<file path="src/design/lpd_pkg.sv">
// Package for the partial display command decoder: command codes,
// field positions, reset values and oscillator figures.
// Assumes a single 20 MHz clock domain and byte-wide command writes.
package lpd_pkg;

  // Command codes
  localparam logic [7:0] LPD_CMD_NOP        = 8'he3;
  localparam logic [7:0] LPD_CMD_TEST_CLEAR = 8'hf0;
  localparam logic [3:0] LPD_CMD_TEST_HI    = 4'hf;
  localparam logic [6:0] LPD_CMD_OSC_HI     = 7'h72;
  localparam logic [6:0] LPD_CMD_MODE_HI    = 7'h41;
  localparam logic [4:0] LPD_CMD_PDUTY_HI   = 5'h06;
  localparam logic [4:0] LPD_CMD_PBIAS_HI   = 5'h07;
  localparam logic [7:0] LPD_CMD_START_PRE  = 8'hd3;
  localparam logic [7:0] LPD_CMD_INV_PRE    = 8'h85;
  localparam logic [7:0] LPD_CMD_INV_OFF    = 8'h84;
  localparam logic [7:0] LPD_CMD_RESET      = 8'he2;

  // Field positions
  localparam int LPD_OSC_BIT   = 0;
  localparam int LPD_MODE_BIT  = 0;
  localparam int LPD_CODE_MSB  = 2;
  localparam int LPD_START_MSB = 5;
  localparam int LPD_INV_MSB   = 4;

  // Duty codes
  localparam logic [2:0] LPD_DUTY_9   = 3'h0;
  localparam logic [2:0] LPD_DUTY_17  = 3'h1;
  localparam logic [2:0] LPD_DUTY_33  = 3'h2;
  localparam logic [2:0] LPD_DUTY_49  = 3'h3;
  localparam logic [2:0] LPD_DUTY_65  = 3'h4;
  localparam logic [2:0] LPD_DUTY_MAX = 3'h4;
  localparam logic [2:0] LPD_BIAS_MAX = 3'h5;

  // Reset values
  localparam logic [2:0] LPD_RST_DUTY  = 3'h4;
  localparam logic [2:0] LPD_RST_BIAS  = 3'h5;
  localparam logic [5:0] LPD_RST_START = 6'h00;
  localparam logic [4:0] LPD_RST_INV   = 5'h00;

  // Oscillator figures in hertz
  localparam int LPD_OSC_FAST_HZ = 31400;
  localparam int LPD_OSC_SLOW_HZ = 26300;
  localparam int LPD_CLK_HZ      = 20000000;

endpackage : lpd_pkg

</file>
<file path="src/design/lpd_sync.sv">
// Two flip-flop synchroniser for a group of pin levels.
// Assumes pins are asynchronous to ref_clk_in.
`timescale 1ns/1ns
`default_nettype none
module lpd_sync #(
  parameter int WIDTH = 3
) (
  input  wire logic             ref_clk_in,
  input  wire logic             rst_n_in,
  input  wire logic [WIDTH-1:0] pin_in,
  output logic      [WIDTH-1:0] level_out
);

  logic [WIDTH-1:0] meta_q;

  genvar gi;
  generate
    for (gi = 0; gi < WIDTH; gi++) begin : g_bit
      always_ff @(posedge ref_clk_in) begin
        if (!rst_n_in) begin
          meta_q[gi]    <= 1'b1;
          level_out[gi] <= 1'b1;
        end else begin
          meta_q[gi]    <= pin_in[gi];
          level_out[gi] <= meta_q[gi];
        end
      end
    end
  endgenerate

endmodule // lpd_sync
`default_nettype wire

</file>
<file path="src/design/lpd_cmd_decoder.sv">
// Command decoder for the partial display, test, oscillator and
// N-line inversion settings of a dot-matrix LCD controller.
// Assumes byte writes from the host on a plain port, one clock.
// Behaviour
// RULE1 - NOP changes no setting or pending state
// RULE2 - Test range enters test mode; reset exits
// RULE3 - Host refreshes with lowest test code
// RULE4 - Oscillator select takes frequency from bit 0
// RULE5 - Mode bit clear: normal, pins set duty
// RULE6 - Mode bit set: partial duty and bias
// RULE7 - Partial duty from low bits; high codes ignored
// RULE8 - Partial duty and bias ignored in normal
// RULE9 - Duty write loads matching default bias
// RULE10 - Requested duty clamped to pin maximum
// RULE11 - Partial bias from low bits; two reserved
// RULE12 - Commons outside area drive non-select
// RULE13 - After start prefix, only value byte
// RULE14 - Value byte loads six-bit start line
// RULE15 - Start beyond pin maximum uses zero
// RULE16 - Inversion is prefix then count byte
// RULE17 - After inversion prefix, only count byte
// RULE18 - Five-bit count, lines equal count plus one
`timescale 1ns/1ns
`default_nettype none
module lpd_cmd_decoder
  import lpd_pkg::*;
(
  input  wire logic       ref_clk_in,
  input  wire logic       rst_n_in,
  input  wire logic       hw_reset_pin_n_in,
  input  wire logic       max_duty_pin_lo_in,
  input  wire logic       max_duty_pin_hi_in,
  input  wire logic       cmd_data_select_in,
  input  wire logic [7:0] wdata_in,
  input  wire logic       wr_in,
  input  wire logic       rd_in,
  output logic      [7:0] rdata_out,
  input  wire logic [5:0] com_index_in,
  output logic            com_nonselect_out,
  output logic            indicator_common_out,
  output logic            test_mode_out,
  output logic            osc_slow_out,
  output logic            partial_mode_out,
  output logic      [2:0] duty_out,
  output logic      [2:0] bias_out,
  output logic            bias_from_partial_out,
  output logic      [5:0] start_line_out,
  output logic            inversion_on_out,
  output logic      [4:0] inversion_count_out
);
  import lpd_pkg::*;

  // Derived oscillator clock ratios
  localparam int OSC_FAST_DIV = LPD_CLK_HZ / LPD_OSC_FAST_HZ;
  localparam int OSC_SLOW_DIV = LPD_CLK_HZ / LPD_OSC_SLOW_HZ;

  function automatic logic [2:0] duty_default_bias(input logic [2:0] duty);
    case (duty)
      LPD_DUTY_9:  duty_default_bias = 3'h0;
      LPD_DUTY_17: duty_default_bias = 3'h1;
      LPD_DUTY_33: duty_default_bias = 3'h2;
      LPD_DUTY_49: duty_default_bias = 3'h3;
      default:     duty_default_bias = 3'h5;
    endcase
  endfunction

  function automatic logic [6:0] duty_lines(input logic [2:0] duty);
    case (duty)
      LPD_DUTY_9:  duty_lines = 7'h08;
      LPD_DUTY_17: duty_lines = 7'h10;
      LPD_DUTY_33: duty_lines = 7'h20;
      LPD_DUTY_49: duty_lines = 7'h30;
      default:     duty_lines = 7'h40;
    endcase
  endfunction

  // Pin synchronisers
  logic [2:0] pins_sync;

  lpd_sync #(.WIDTH(3)) u_sync (
    .ref_clk_in (ref_clk_in),
    .rst_n_in   (rst_n_in),
    .pin_in     ({hw_reset_pin_n_in, max_duty_pin_hi_in, max_duty_pin_lo_in}),
    .level_out  (pins_sync)
  );

  wire        pin_rst_n = pins_sync[2];
  wire        srst_n    = rst_n_in & pin_rst_n;
  wire [2:0]  max_duty  = pins_sync[1] ? LPD_DUTY_65 :
                          (pins_sync[0] ? LPD_DUTY_49 : LPD_DUTY_33);
  wire [6:0]  max_lines = duty_lines(max_duty);

  // State
  logic       test_q, test_d;
  logic       osc_q, osc_d;
  logic       part_q, part_d;
  logic [2:0] duty_q, duty_d;
  logic [2:0] bias_q, bias_d;
  logic [5:0] start_q, start_d;
  logic       inv_q, inv_d;
  logic [4:0] cnt_q, cnt_d;
  logic       pend_start_q, pend_start_d;
  logic       pend_inv_q, pend_inv_d;
  logic [7:0] rdata_q;

  // Decode
  wire        cmd_wr     = wr_in & ~cmd_data_select_in;
  wire        pending    = pend_start_q | pend_inv_q;
  wire        free_cmd   = cmd_wr & ~pending;
  wire [2:0]  code       = wdata_in[LPD_CODE_MSB:0];
  wire        is_test    = wdata_in[7:4] == LPD_CMD_TEST_HI;
  wire        is_tclr    = wdata_in == LPD_CMD_TEST_CLEAR;
  wire        is_reset   = wdata_in == LPD_CMD_RESET;
  wire        is_osc     = wdata_in[7:1] == LPD_CMD_OSC_HI;
  wire        is_mode    = wdata_in[7:1] == LPD_CMD_MODE_HI;
  wire        is_pduty   = wdata_in[7:3] == LPD_CMD_PDUTY_HI;
  wire        is_pbias   = wdata_in[7:3] == LPD_CMD_PBIAS_HI;
  wire        is_spre    = wdata_in == LPD_CMD_START_PRE;
  wire        is_ipre    = wdata_in == LPD_CMD_INV_PRE;
  wire        is_ioff    = wdata_in == LPD_CMD_INV_OFF;
  wire        duty_ok    = is_pduty & part_q & (code <= LPD_DUTY_MAX);
  wire        bias_ok    = is_pbias & part_q & (code <= LPD_BIAS_MAX);

  always_comb begin
    test_d       = test_q;
    osc_d        = osc_q;
    part_d       = part_q;
    duty_d       = duty_q;
    bias_d       = bias_q;
    start_d      = start_q;
    inv_d        = inv_q;
    cnt_d        = cnt_q;
    pend_start_d = pend_start_q;
    pend_inv_d   = pend_inv_q;
    if (cmd_wr && pend_start_q) begin
      start_d      = wdata_in[LPD_START_MSB:0]; // RULE13 RULE14
      pend_start_d = 1'b0;
    end else if (cmd_wr && pend_inv_q) begin
      cnt_d      = wdata_in[LPD_INV_MSB:0]; // RULE17 RULE18
      inv_d      = 1'b1;
      pend_inv_d = 1'b0;
    end else if (free_cmd) begin
      if (is_tclr || is_reset) begin
        test_d = 1'b0; // RULE2 RULE3
      end else if (is_test) begin
        test_d = 1'b1; // RULE2
      end
      if (is_osc) begin
        osc_d = wdata_in[LPD_OSC_BIT]; // RULE4
      end
      if (is_mode) begin
        part_d = wdata_in[LPD_MODE_BIT]; // RULE5 RULE6
      end
      if (duty_ok) begin
        duty_d = code; // RULE7 RULE8
        bias_d = duty_default_bias(code); // RULE9
      end
      if (bias_ok) begin
        bias_d = code; // RULE11 RULE8
      end
      if (is_spre) begin
        pend_start_d = 1'b1; // RULE13
      end
      if (is_ipre) begin
        pend_inv_d = 1'b1; // RULE16 RULE17
      end
      if (is_ioff) begin
        inv_d = 1'b0;
      end
    end
  end

  always_ff @(posedge ref_clk_in) begin
    if (!srst_n) begin
      test_q       <= 1'b0;
      osc_q        <= 1'b0;
      part_q       <= 1'b0;
      duty_q       <= LPD_RST_DUTY;
      bias_q       <= LPD_RST_BIAS;
      start_q      <= LPD_RST_START;
      inv_q        <= 1'b0;
      cnt_q        <= LPD_RST_INV;
      pend_start_q <= 1'b0;
      pend_inv_q   <= 1'b0;
    end else begin
      test_q       <= test_d;
      osc_q        <= osc_d;
      part_q       <= part_d;
      duty_q       <= duty_d;
      bias_q       <= bias_d;
      start_q      <= start_d;
      inv_q        <= inv_d;
      cnt_q        <= cnt_d;
      pend_start_q <= pend_start_d;
      pend_inv_q   <= pend_inv_d;
    end
  end

  // Effective settings
  wire [2:0] duty_eff  = !part_q ? max_duty :
                         ((duty_q > max_duty) ? max_duty : duty_q); // RULE5 RULE10
  wire       start_big = {1'b0, start_q} >= max_lines;
  wire [5:0] start_eff = (part_q && !start_big) ? start_q : 6'h00; // RULE15
  wire [6:0] area_lo   = {1'b0, start_eff};
  wire [6:0] area_hi   = area_lo + duty_lines(duty_eff);
  wire [6:0] com_idx   = {1'b0, com_index_in};
  wire       in_area   = (com_idx >= area_lo) && (com_idx < area_hi);
  wire       inv_eff   = inv_q && !(part_q && (duty_eff <= LPD_DUTY_17));

  // Read port
  wire [7:0] status_byte = {test_q, osc_q, part_q, pend_start_q, pend_inv_q, duty_eff};
  wire [7:0] rd_mux      = cmd_data_select_in ? {2'b00, start_eff} : status_byte;

  always_ff @(posedge ref_clk_in) begin
    if (!srst_n) begin
      rdata_q <= 8'h00;
    end else if (rd_in) begin
      rdata_q <= rd_mux;
    end else begin
      rdata_q <= 8'h00;
    end
  end

  assign rdata_out             = rdata_q;
  assign com_nonselect_out     = part_q && !in_area; // RULE12
  assign indicator_common_out  = 1'b1;
  assign test_mode_out         = test_q;
  assign osc_slow_out          = osc_q;
  assign partial_mode_out      = part_q;
  assign duty_out              = duty_eff;
  assign bias_out              = bias_q;
  assign bias_from_partial_out = part_q; // RULE5 RULE6
  assign start_line_out        = start_eff;
  assign inversion_on_out      = inv_eff;
  assign inversion_count_out   = cnt_q;
endmodule // lpd_cmd_decoder
`default_nettype wire

</file>
<file path="config.mk">
export PLATFORM = sky130hd
export DESIGN_NAME = lpd_cmd_decoder
export DESIGN_NICKNAME = d
export VERILOG_FILES = /design/src/design/lpd_pkg.sv /design/src/design/lpd_sync.sv /design/src/design/lpd_cmd_decoder.sv
export SDC_FILE = /design/constraint.sdc
export NUM_CORES = 1
export LEC_CHECK = 0
export BUFFER_PORTS_ARGS = -buffer_cell sky130_fd_sc_hd__buf_2
export CAP_MARGIN = 20
export CORE_MARGIN = 5
export CORE_UTILIZATION = 53
export DETAILED_ROUTE_END_ITERATION = 10
export HOLD_SLACK_MARGIN = 0.1
export MAX_ROUTING_LAYER = met4
export PLACE_DENSITY = 0.83
export SYNTH_ARGS = -nofsm -noshare
export SYNTH_HDL_FRONTEND = slang
export SYNTH_HIERARCHICAL = 1
export SYNTH_SLANG_ARGS = --single-unit
</file>
<file path="constraint.sdc">
create_clock -name ref_clk_in -period 4.6 [get_ports ref_clk_in]
set_clock_uncertainty 0.1 [all_clocks]
set_input_delay 0.92 -clock ref_clk_in [delete_from_list [all_inputs] [get_ports ref_clk_in]]
set_output_delay 0.92 -clock ref_clk_in [all_outputs]
set_load 0.1 [all_outputs]
</file>
==> results of run 1 <==
[sequential cells by signal, indices dropped and copies added (netlist names)]
name and count:
pend_inv_q 1, pend_start_q 1, inversion_count_out 5, duty_q 3, u_sync/level_out 3, bias_from_partial_out 1, test_mode_out 1, osc_slow_out 1
bias_out 3, rdata_out 8, u_sync/meta_q 3, start_q 6, inv_q 1
[repair_timing]
item,4_1_cts,5_1_grt
resized for setup,4,4
setup endpoints to repair,1,1
buffers inserted,5,2
pin swaps,3,4
[metrics by stage]
step	worst slack, ns	util	total power [mW]	cells
2_1_floorplan	-0.0349	-	0.384	237
3_3_place_gp	0.229	0.651	0.405	330
3_5_place_dp	0.171	0.651	0.408	330
4_1_cts	-0.0189	0.689	0.623	343
5_1_grt	-0.275	0.702	0.649	345
6_report	-0.0727	0.702	0.624	345
[cell families (layout without fill, tap and decap cells)]
| logic type | count (synthesis) | count (layout) | synth area share |
|---|---|---|---|
| adders and majority gates | 21 | 21 | 0.129 |
| other | 2 | 2 | 0.00358 |
| AOI/OAI and AO/OA | 31 | 31 | 0.0912 |
| and+or+nand+nor | 99 | 99 | 0.263 |
| DFF | 37 | 37 | 0.353 |
| muxes | 18 | 18 | 0.0859 |
| xor gates and xnor gates | 2 | 2 | 0.00835 |
| buffers and inverters | 27 | 87 | 0.0662 |
[metal layers]
metal | vias to the layer above | GRT usage | wire length (um)
met5 | - | - | 0
met4 | 0 | 0.0553 | 80
met3 | 9 | 0.0399 | 356
met2 | 69 | 0.352 | 2490
met1 | 893 | 0.253 | 2330
li1 | 926 | - | -
[how the worst max path moves through the flow]
stage	startpoint	endpoint	slack, ns
after detailed placement	u_sync/level_out[1]$_SDFF_PN1_	com_nonselect_out	0.17
after global placement	u_sync/level_out[1]$_SDFF_PN1_	com_nonselect_out	0.23
final	u_sync/level_out[1]$_SDFF_PN1_	com_nonselect_out	-0.07
after floorplan	u_sync/level_out[1]$_SDFF_PN1_	com_nonselect_out	-0.03
after global routing	u_sync/level_out[1]$_SDFF_PN1_	com_nonselect_out	-0.27
after CTS	u_sync/level_out[1]$_SDFF_PN1_	com_nonselect_out	-0.02
[power by group]
| part | leakage, nW | switching, mW | total (mW) | internal (mW) |
|---|---|---|---|---|
| combinational | 0.879 | 0.0532 | 0.0824 | 0.0292 |
| sequential | 0.300 | 0.00189 | 0.325 | 0.323 |
| clock | 0.0395 | 0.109 | 0.217 | 0.108 |
| total | 1.22 | 0.164 | 0.624 | 0.460 |
[cell type report]
cell class | count | area [um2]
Tap cell | 48 | 60.1
Sequential cell | 37 | 746
Fill cell | 318 | 1110
Timing Repair Buffer | 60 | 335
Inverter | 19 | 78.8
Multi-Input combinational cell | 173 | 1330
Clock buffer | 8 | 80.1
[cells in the final DEF, fill, tap and decap left out, types with 2 or more instances in the layout]
master | Yosys | layout
buf_2 | 0 | 51
clkbuf_8 | 1 | 5
a21oi_1 | 13 | 12
nor2b_4 | 1 | 2
nand2_1 | 15 | 14
mux2i_1 | 18 | 17
o22ai_1 | 5 | 5
o21ai_0 | 5 | 4
clkbuf_1 | 2 | 3
dfxtp_1 | 37 | 35
nand4_1 | 2 | 2
nand3_1 | 9 | 9
conb_1 | 2 | 2
ha_1 | 20 | 17
nor3_1 | 5 | 4
clkinvlp_4 | 0 | 2
buf_4 | 2 | 8
ha_4 | 0 | 3
nand2b_1 | 13 | 13
inv_1 | 19 | 17
nor2b_1 | 4 | 3
nor3b_1 | 2 | 2
nor2_1 | 29 | 28
xnor2_1 | 2 | 2
nand3b_1 | 3 | 3
==> results_tabular.tex, run 1 <==
\begin{tabular}{lr}
\hline
Metric & Value \\
\hline
\multicolumn{2}{l}{\textbf{Status}} \\
Outcome & complete, but fails checks \\
Violations in the final reports & setup timing \\
\multicolumn{2}{l}{\textbf{CTS}} \\
CTS tree & built \\
Total CTS buffers & 5 \\
CTS hold repair buffers & 0 \\
Clock sink count & 37 \\
Clock slew at the register clock pins of the worst setup and hold paths & 0.07 ns \\
Count of H-tree levels built during CTS & 2 \\
Buffer levels on the longest clock path & 2 \\
Clock root buffer & clkbuf\_8 \\
Clock latency at the later pin of the worst-skew pair & 0.29 ns \\
\multicolumn{2}{l}{\textbf{Cells and area}} \\
Ant. Diodes & 0 \\
Final cell area excluding filler cells & 2630 um2 \\
Fin nets & 339 \\
Share of post-route cells with drive strength above 1 & 0.296 \\
Area growth, synth to finish & 25.3\% \\
\multicolumn{2}{l}{\textbf{Floorplanning}} \\
Number of placement rows & 22 \\
Die height & 72.9 um \\
Starting density of the core & 0.560 \\
Width of the die & 72.9 um \\
Die Area & 5320 um2 \\
Placeable core area & 3740 um2 \\
I/O pin cnt & 54 \\
\multicolumn{2}{l}{\textbf{Timing}} \\
Final setup viols & 1 \\
Final critical-path setup slack & -0.0727 ns \\
Final Hold Viols & 0 \\
Setup repair after global routing missed its margin & yes \\
Upper clock frequency limit & 214 MHz \\
Worst-case headroom to the max-slew limit & 0.542 \\
Total Neg Setup Slack & -0.0727 ns \\
Crit path time final & 4.67 ns \\
Final worst path period share & 1.02 \\
Pin slew with the least headroom to its limit & 0.685 ns \\
Final slew viol count & 0 \\
Min Hold Slack & 0.300 ns \\
\multicolumn{2}{l}{\textbf{Worst hold path}} \\
Class of the tightest hold or removal check & reg -> reg \\
Worst Hold End & u\_sync/level\_out[1]\$\_SDFF\_PN1\_ \\
Hold Startpoint & u\_sync/meta\_q[1]\$\_SDFF\_PN1\_ \\
Worst Hold Path Cells & 1 \\
\multicolumn{2}{l}{\textbf{Placement}} \\
Global placer's final weighted congestion & 0.916 \\
Count of input and output buffers & 52 \\
Cell area reported after detailed placement & 2440 um2 \\
Half-perimeter wire length after detailed placement & 3.97 mm \\
\multicolumn{2}{l}{\textbf{Routing}} \\
DR vias/cell & 5.50 \\
DR vias & 1,897 \\
WL/cell & 15.2 um \\
DRC violations left & 0 \\
Detailed Routing Iterations Pass 1 & 4 \\
Post-detailed-routing wire length & 5.25 mm \\
Number of DRC markers after the initial detailed-route iteration & 86 \\
ANT nets after route & 0 \\
\multicolumn{2}{l}{\textbf{Critical path}} \\
Cell with the largest stage delay on the worst path & fa\_1 \\
Worst EP required & 3.58 ns \\
Reg-to-Reg End & rdata\_out[1]\$\_SDFF\_PN0\_ \\
CP Buf/Inv Count & 4 \\
Kind of critical path & reg -> out \\
Worst-path fanout max & 5 \\
Cell-by-cell trace of the critical path & inv\_1, ha\_1, and4\_1, a31oi\_4, nor2\_1, a21oi\_2, clkinvlp\_4, nor2\_4, ha\_4, fa\_1, inv\_1, ha\_1, o21ai\_1, o21bai\_1, a32o\_4, buf\_12 \\
Endpoint kind of the worst setup timing path & output pin \\
Worst-case register-to-register setup slack & 2.56 ns \\
Number of gates on the worst path with buffers counted & 16 \\
Delay-heaviest family, CP & adder cells \\
Crit path arrival time & 3.65 ns \\
CP startpoint kind & flop \\
R2r worst-path depth & 7 \\
Worst stage delay on the critical path & 0.40 ns \\
Reg-to-Reg Start & u\_sync/level\_out[1]\$\_SDFF\_PN1\_ \\
\multicolumn{2}{l}{\textbf{Synth}} \\
Leading cell types by total area after synthesis & dfxtp\_1, ha\_1, mux2i\_1 \\
Synthesized netlist cell count & 237 \\
EDFF count, synth & 0 \\
Most used flip-flop cell after synthesis & dfxtp\_1 \\
Net count of the mapped netlist & 280 \\
Largest area contributor in the netlist & dfxtp\_1 \\
Number of synthesis warnings & 6 \\
Share of Yosys cell area claimed by the top area cell type & 0.353 \\
Top cells by count, synth & dfxtp\_1, nor2\_1, ha\_1 \\
Netlist Area Pre-Place & 2100 um2 \\
Most instantiated library cell after synthesis & dfxtp\_1 \\
Distinct cell type count of the synthesized netlist & 49 \\
Mean instance size in the synthesized netlist & 8.85 um2 \\
Post-synthesis sequential area ratio & 0.353 \\
Total of flip-flops plus latches after synthesis & 37 \\
Share of synthesized registers carrying an async set or reset & 0 \\
\multicolumn{2}{l}{\textbf{Global routing}} \\
Initial antenna violation count & 0 \\
Number of global-route vias before repair & 1,868 \\
Total grt overflow & 0 \\
Largest net degree at the start of global routing & 22 \\
First-pass GRT wire length & 8.51 mm \\
Total routing resource utilization after global routing & 0.208 \\
\multicolumn{2}{l}{\textbf{Power}} \\
Peak VDD IR & 261 uV \\
Leakage power figure & 1.22 nW \\
Power density over the cells & 237 nW/um2 \\
\multicolumn{2}{l}{\textbf{Flow run}} \\
Max-capacitance violation count & 0 \\
\hline
\end{tabular}
Power figures use the tool's default switching activity.
==> run 2: changes to the inputs <==
--- a/config.mk
+++ b/config.mk
@@ -5,6 +5,7 @@
 export SDC_FILE = /design/constraint.sdc
 export NUM_CORES = 1
 export LEC_CHECK = 0
+export ABC_AREA = 1
 export BUFFER_PORTS_ARGS = -buffer_cell sky130_fd_sc_hd__buf_2
 export CAP_MARGIN = 20
 export CORE_MARGIN = 5
==> run 2 against run 1 <==
Net effect:
- the run now ends clean
- core utilization increased by 0.37 points
- critical path depth is 4 higher
- synthesized cell count increased by 18%
- largest cell class unchanged
- worst setup slack improved by 0.24 ns
- total power up 12%
- worst hold slack improved by 0.0060 ns
- global-route usage grew 0.11 points
- die area fell by 0.26%
- sequential power about the same
- wire length shrank 3.3%
- sequential share of layout area down 0.053 points
- non-clock buffer count shrank 6
==> results_tabular.tex, run 2 <==
\begin{tabular}{lr}
\hline
Metric & Value \\
\hline
\multicolumn{2}{l}{\textbf{Status}} \\
Outcome & complete, no violations \\
\multicolumn{2}{l}{\textbf{Cells and area}} \\
Share of post-route cells with drive strength above 1 & 0.293 \\
Count of filler cells inserted in the layout & 306 \\
Most frequent cells in the layout & nand2\_1, buf\_2, inv\_1 \\
Area growth, synth to finish & 26.3\% \\
Final cell count without fillers & 383 \\
Flip-flop count of the largest register after layout & 8 \\
Ant. Diodes & 0 \\
Final cell area excluding filler cells & 2640 um2 \\
Most common cell after layout, fill and taps aside & nand2\_1 \\
Fin nets & 377 \\
\multicolumn{2}{l}{\textbf{Timing}} \\
Pin slew with the least headroom to its limit & 0.676 ns \\
Final slew viol count & 0 \\
Final setup viols & 0 \\
Worst-case headroom to the max-slew limit & 0.548 \\
Final worst path period share & 0.964 \\
Final Hold Viols & 0 \\
Min Hold Slack & 0.306 ns \\
Crit path time final & 4.43 ns \\
Total Neg Setup Slack & 0 ns \\
Upper clock frequency limit & 226 MHz \\
\multicolumn{2}{l}{\textbf{Placement}} \\
Cell count after placement & 373 \\
Cell area reported after detailed placement & 2470 um2 \\
Global placer's final weighted congestion & 0.881 \\
Count of input and output buffers & 52 \\
Half-perimeter wire length after detailed placement & 4.00 mm \\
\multicolumn{2}{l}{\textbf{Routing}} \\
DR vias/cell & 5.30 \\
ANT nets after route & 0 \\
Met1 WL & 2.13 mm \\
DRC violations left & 0 \\
Met3 WL post-DR & 438 um \\
Detailed Routing Iterations Pass 1 & 5 \\
Number of DRC markers after the initial detailed-route iteration & 212 \\
WL/cell & 13.3 um \\
Post-detailed-routing wire length & 5.08 mm \\
DR vias & 2,029 \\
Top Metal Used & met4 \\
Met2 wire len & 2.49 mm \\
\multicolumn{2}{l}{\textbf{Critical path}} \\
Endpoint kind of the worst setup timing path & output pin \\
CP Buf/Inv Count & 5 \\
Delay-heaviest family, CP & adder cells \\
Worst stage delay on the critical path & 0.40 ns \\
Worst EP required & 3.58 ns \\
Crit path arrival time & 3.41 ns \\
Cell with the largest stage delay on the worst path & fa\_1 \\
Cell-by-cell trace of the critical path & buf\_4, ha\_1, nand3\_1, nand3\_2, o21ai\_4, nand2\_1, o21ai\_2, inv\_2, nor3\_4, ha\_4, fa\_1, inv\_1, ha\_1, inv\_1, nand2\_1, nand2\_1, nand2\_1, nand2\_2, a21oi\_4, buf\_12 \\
Worst-path fanout max & 4 \\
Kind of critical path & reg -> out \\
CP startpoint kind & flop \\
Most common cell on crit path & nand2\_1 \\
\multicolumn{2}{l}{\textbf{Global routing}} \\
Initial antenna violation count & 0 \\
Total routing resource utilization after global routing & 0.209 \\
Number of global-route vias before repair & 1,973 \\
Largest net degree at the start of global routing & 16 \\
First-pass GRT wire length & 8.75 mm \\
Total grt overflow & 0 \\
\multicolumn{2}{l}{\textbf{Flow run}} \\
Max-capacitance violation count & 0 \\
\multicolumn{2}{l}{\textbf{Power}} \\
Share of total power in sequential cells & 0.463 \\
Pwr Total & 0.699 mW \\
Switching power summed over all nets & 0.174 mW \\
Peak VDD IR & 271 uV \\
Cell-internal power & 0.525 mW \\
Power density over the cells & 265 nW/um2 \\
Clock network fraction of total power & 0.412 \\
Sw Share & 0.249 \\
Leakage power figure & 1.32 nW \\
Comb pwr share & 0.125 \\
\multicolumn{2}{l}{\textbf{Synth}} \\
Largest area contributor in the netlist & dfxtp\_1 \\
Synthesized netlist cell count & 279 \\
EDFF count, synth & 0 \\
Multiplexer fraction of the synthesized cell area & 0 \\
Leading cell types by total area after synthesis & dfxtp\_1, ha\_1, nand2\_1 \\
Mean instance size in the synthesized netlist & 7.50 um2 \\
Share of Yosys cell area claimed by the top area cell type & 0.354 \\
Post-synthesis sequential area ratio & 0.354 \\
Combinational family with the most area after synthesis & simple AND/OR/NAND/NOR gates \\
Share of the synthesized area in compound gates (AO/OA/AOI/OAI) & 0.154 \\
Net count of the mapped netlist & 322 \\
Netlist Area Pre-Place & 2090 um2 \\
Distinct cell type count of the synthesized netlist & 36 \\
Total of flip-flops plus latches after synthesis & 37 \\
Number of synthesis warnings & 6 \\
Adder-Cell Fraction of Synth Area & 0.129 \\
Share of synthesized cell area in and, or, nand and nor gates & 0.248 \\
Most used flip-flop cell after synthesis & dfxtp\_1 \\
Share of synthesized registers carrying an async set or reset & 0 \\
Top cells by count, synth & nand2\_1, inv\_1, dfxtp\_1 \\
Most instantiated library cell after synthesis & nand2\_1 \\
Fraction of synthesized cell area in xor and xnor cells & 0.00837 \\
\multicolumn{2}{l}{\textbf{Floorplanning}} \\
Die Area & 5300 um2 \\
Die height & 72.8 um \\
Placeable core area & 3740 um2 \\
I/O pin cnt & 54 \\
Width of the die & 72.8 um \\
Number of placement rows & 22 \\
Starting density of the core & 0.559 \\
\multicolumn{2}{l}{\textbf{CTS}} \\
Clock root buffer & clkbuf\_8 \\
Buffer levels on the longest clock path & 2 \\
Clock sink count & 37 \\
CTS tree & built \\
Clock slew at the register clock pins of the worst setup and hold paths & 0.07 ns \\
Clock latency at the later pin of the worst-skew pair & 0.28 ns \\
Count of H-tree levels built during CTS & 2 \\
Total CTS buffers & 5 \\
CTS hold repair buffers & 0 \\
\multicolumn{2}{l}{\textbf{Worst hold path}} \\
Class of the tightest hold or removal check & reg -> reg \\
\hline
\end{tabular}
## run 2: cell count changes after synthesis, moves of 5 or more
cell	previous run	this run
nand3_1	9	15
inv_1	19	41
nor2_1	29	14
a21oi_1	13	24
mux2i_1	18	0
nand2_1	15	60
inv_2	0	5
o21ai_2	0	5
nand2b_1	13	0
o21ai_0	5	13
## run 2: through the flow
stage | setup slack, ns | util
after floorplan | -0.0598 | -
after global placement | 0.375 | 0.661
after detailed placement | 0.250 | 0.661
after CTS | 0.0655 | 0.693
after global routing | -0.0335 | 0.706
final | 0.166 | 0.706
## run 2: kinds of logic (layout without fill, tap and decap cells)
logic type,Yosys count,count (layout)
other cells,2,2
fa+ha+maj,21,21
flops,37,37
buf+inv,53,109
xor+xnor,2,2
simple gates,110,110
compound gates,54,54
## run 2: worst min-delay path, stage by stage, from the launching register on
cell and delay [ns]:
dfxtp_1 0.31, inv_1 0.03, nand2_1 0.04
## run 2: final timing paths
kind | from | end | slack (ns) | cells past startpoint
worst max-delay path | u_sync/level_out[1]$_SDFF_PN1_ | com_nonselect_out | 0.17 | 20
worst min-delay path | u_sync/meta_q[0]$_SDFF_PN1_ | u_sync/level_out[0]$_SDFF_PN1_ | 0.31 | 2
worst max register to register | u_sync/level_out[1]$_SDFF_PN1_ | rdata_out[1]$_SDFF_PN0_ | 2.80 | 9
worst min register to register | u_sync/meta_q[0]$_SDFF_PN1_ | u_sync/level_out[0]$_SDFF_PN1_ | 0.31 | 2
## run 2: power groups by stage
| stage | sequential (mW) | clock (mW) | combinational [mW] |
|---|---|---|---|
| after floorplan | 0.336 | 0 | 0.0548 |
| after global placement | 0.331 | 0 | 0.0816 |
| after detailed placement | 0.332 | 0 | 0.0838 |
| after CTS | 0.324 | 0.291 | 0.0844 |
| after global routing | 0.324 | 0.308 | 0.0976 |
| final | 0.324 | 0.288 | 0.0875 |
## run 2: layout make-up
| type | count | area [um2] | share of cell area |
|---|---|---|---|
| multi-input cells | 189 | 1240 | 0.469 |
| flip-flops and latches | 37 | 748 | 0.283 |
| repair buffers | 54 | 290 | 0.110 |
| inverters | 47 | 188 | 0.0710 |
| clock buffers | 7 | 86.3 | 0.0327 |
| well taps | 48 | 60.1 | 0.0227 |
| clock inverters | 1 | 30.0 | 0.0114 |
## run 2: metal layers
metal	track usage	up-vias
li1	-	1019
met1	0.256	922
met2	0.360	84
met3	0.0441	4
met4	0.0328	0
met5	-	-
## run 2: what timing repair did
item,4_1_cts,5_1_grt
resized for setup,1,6
buffers inserted,0,2
pin swaps,0,2
endpoints found under the setup margin,1,1
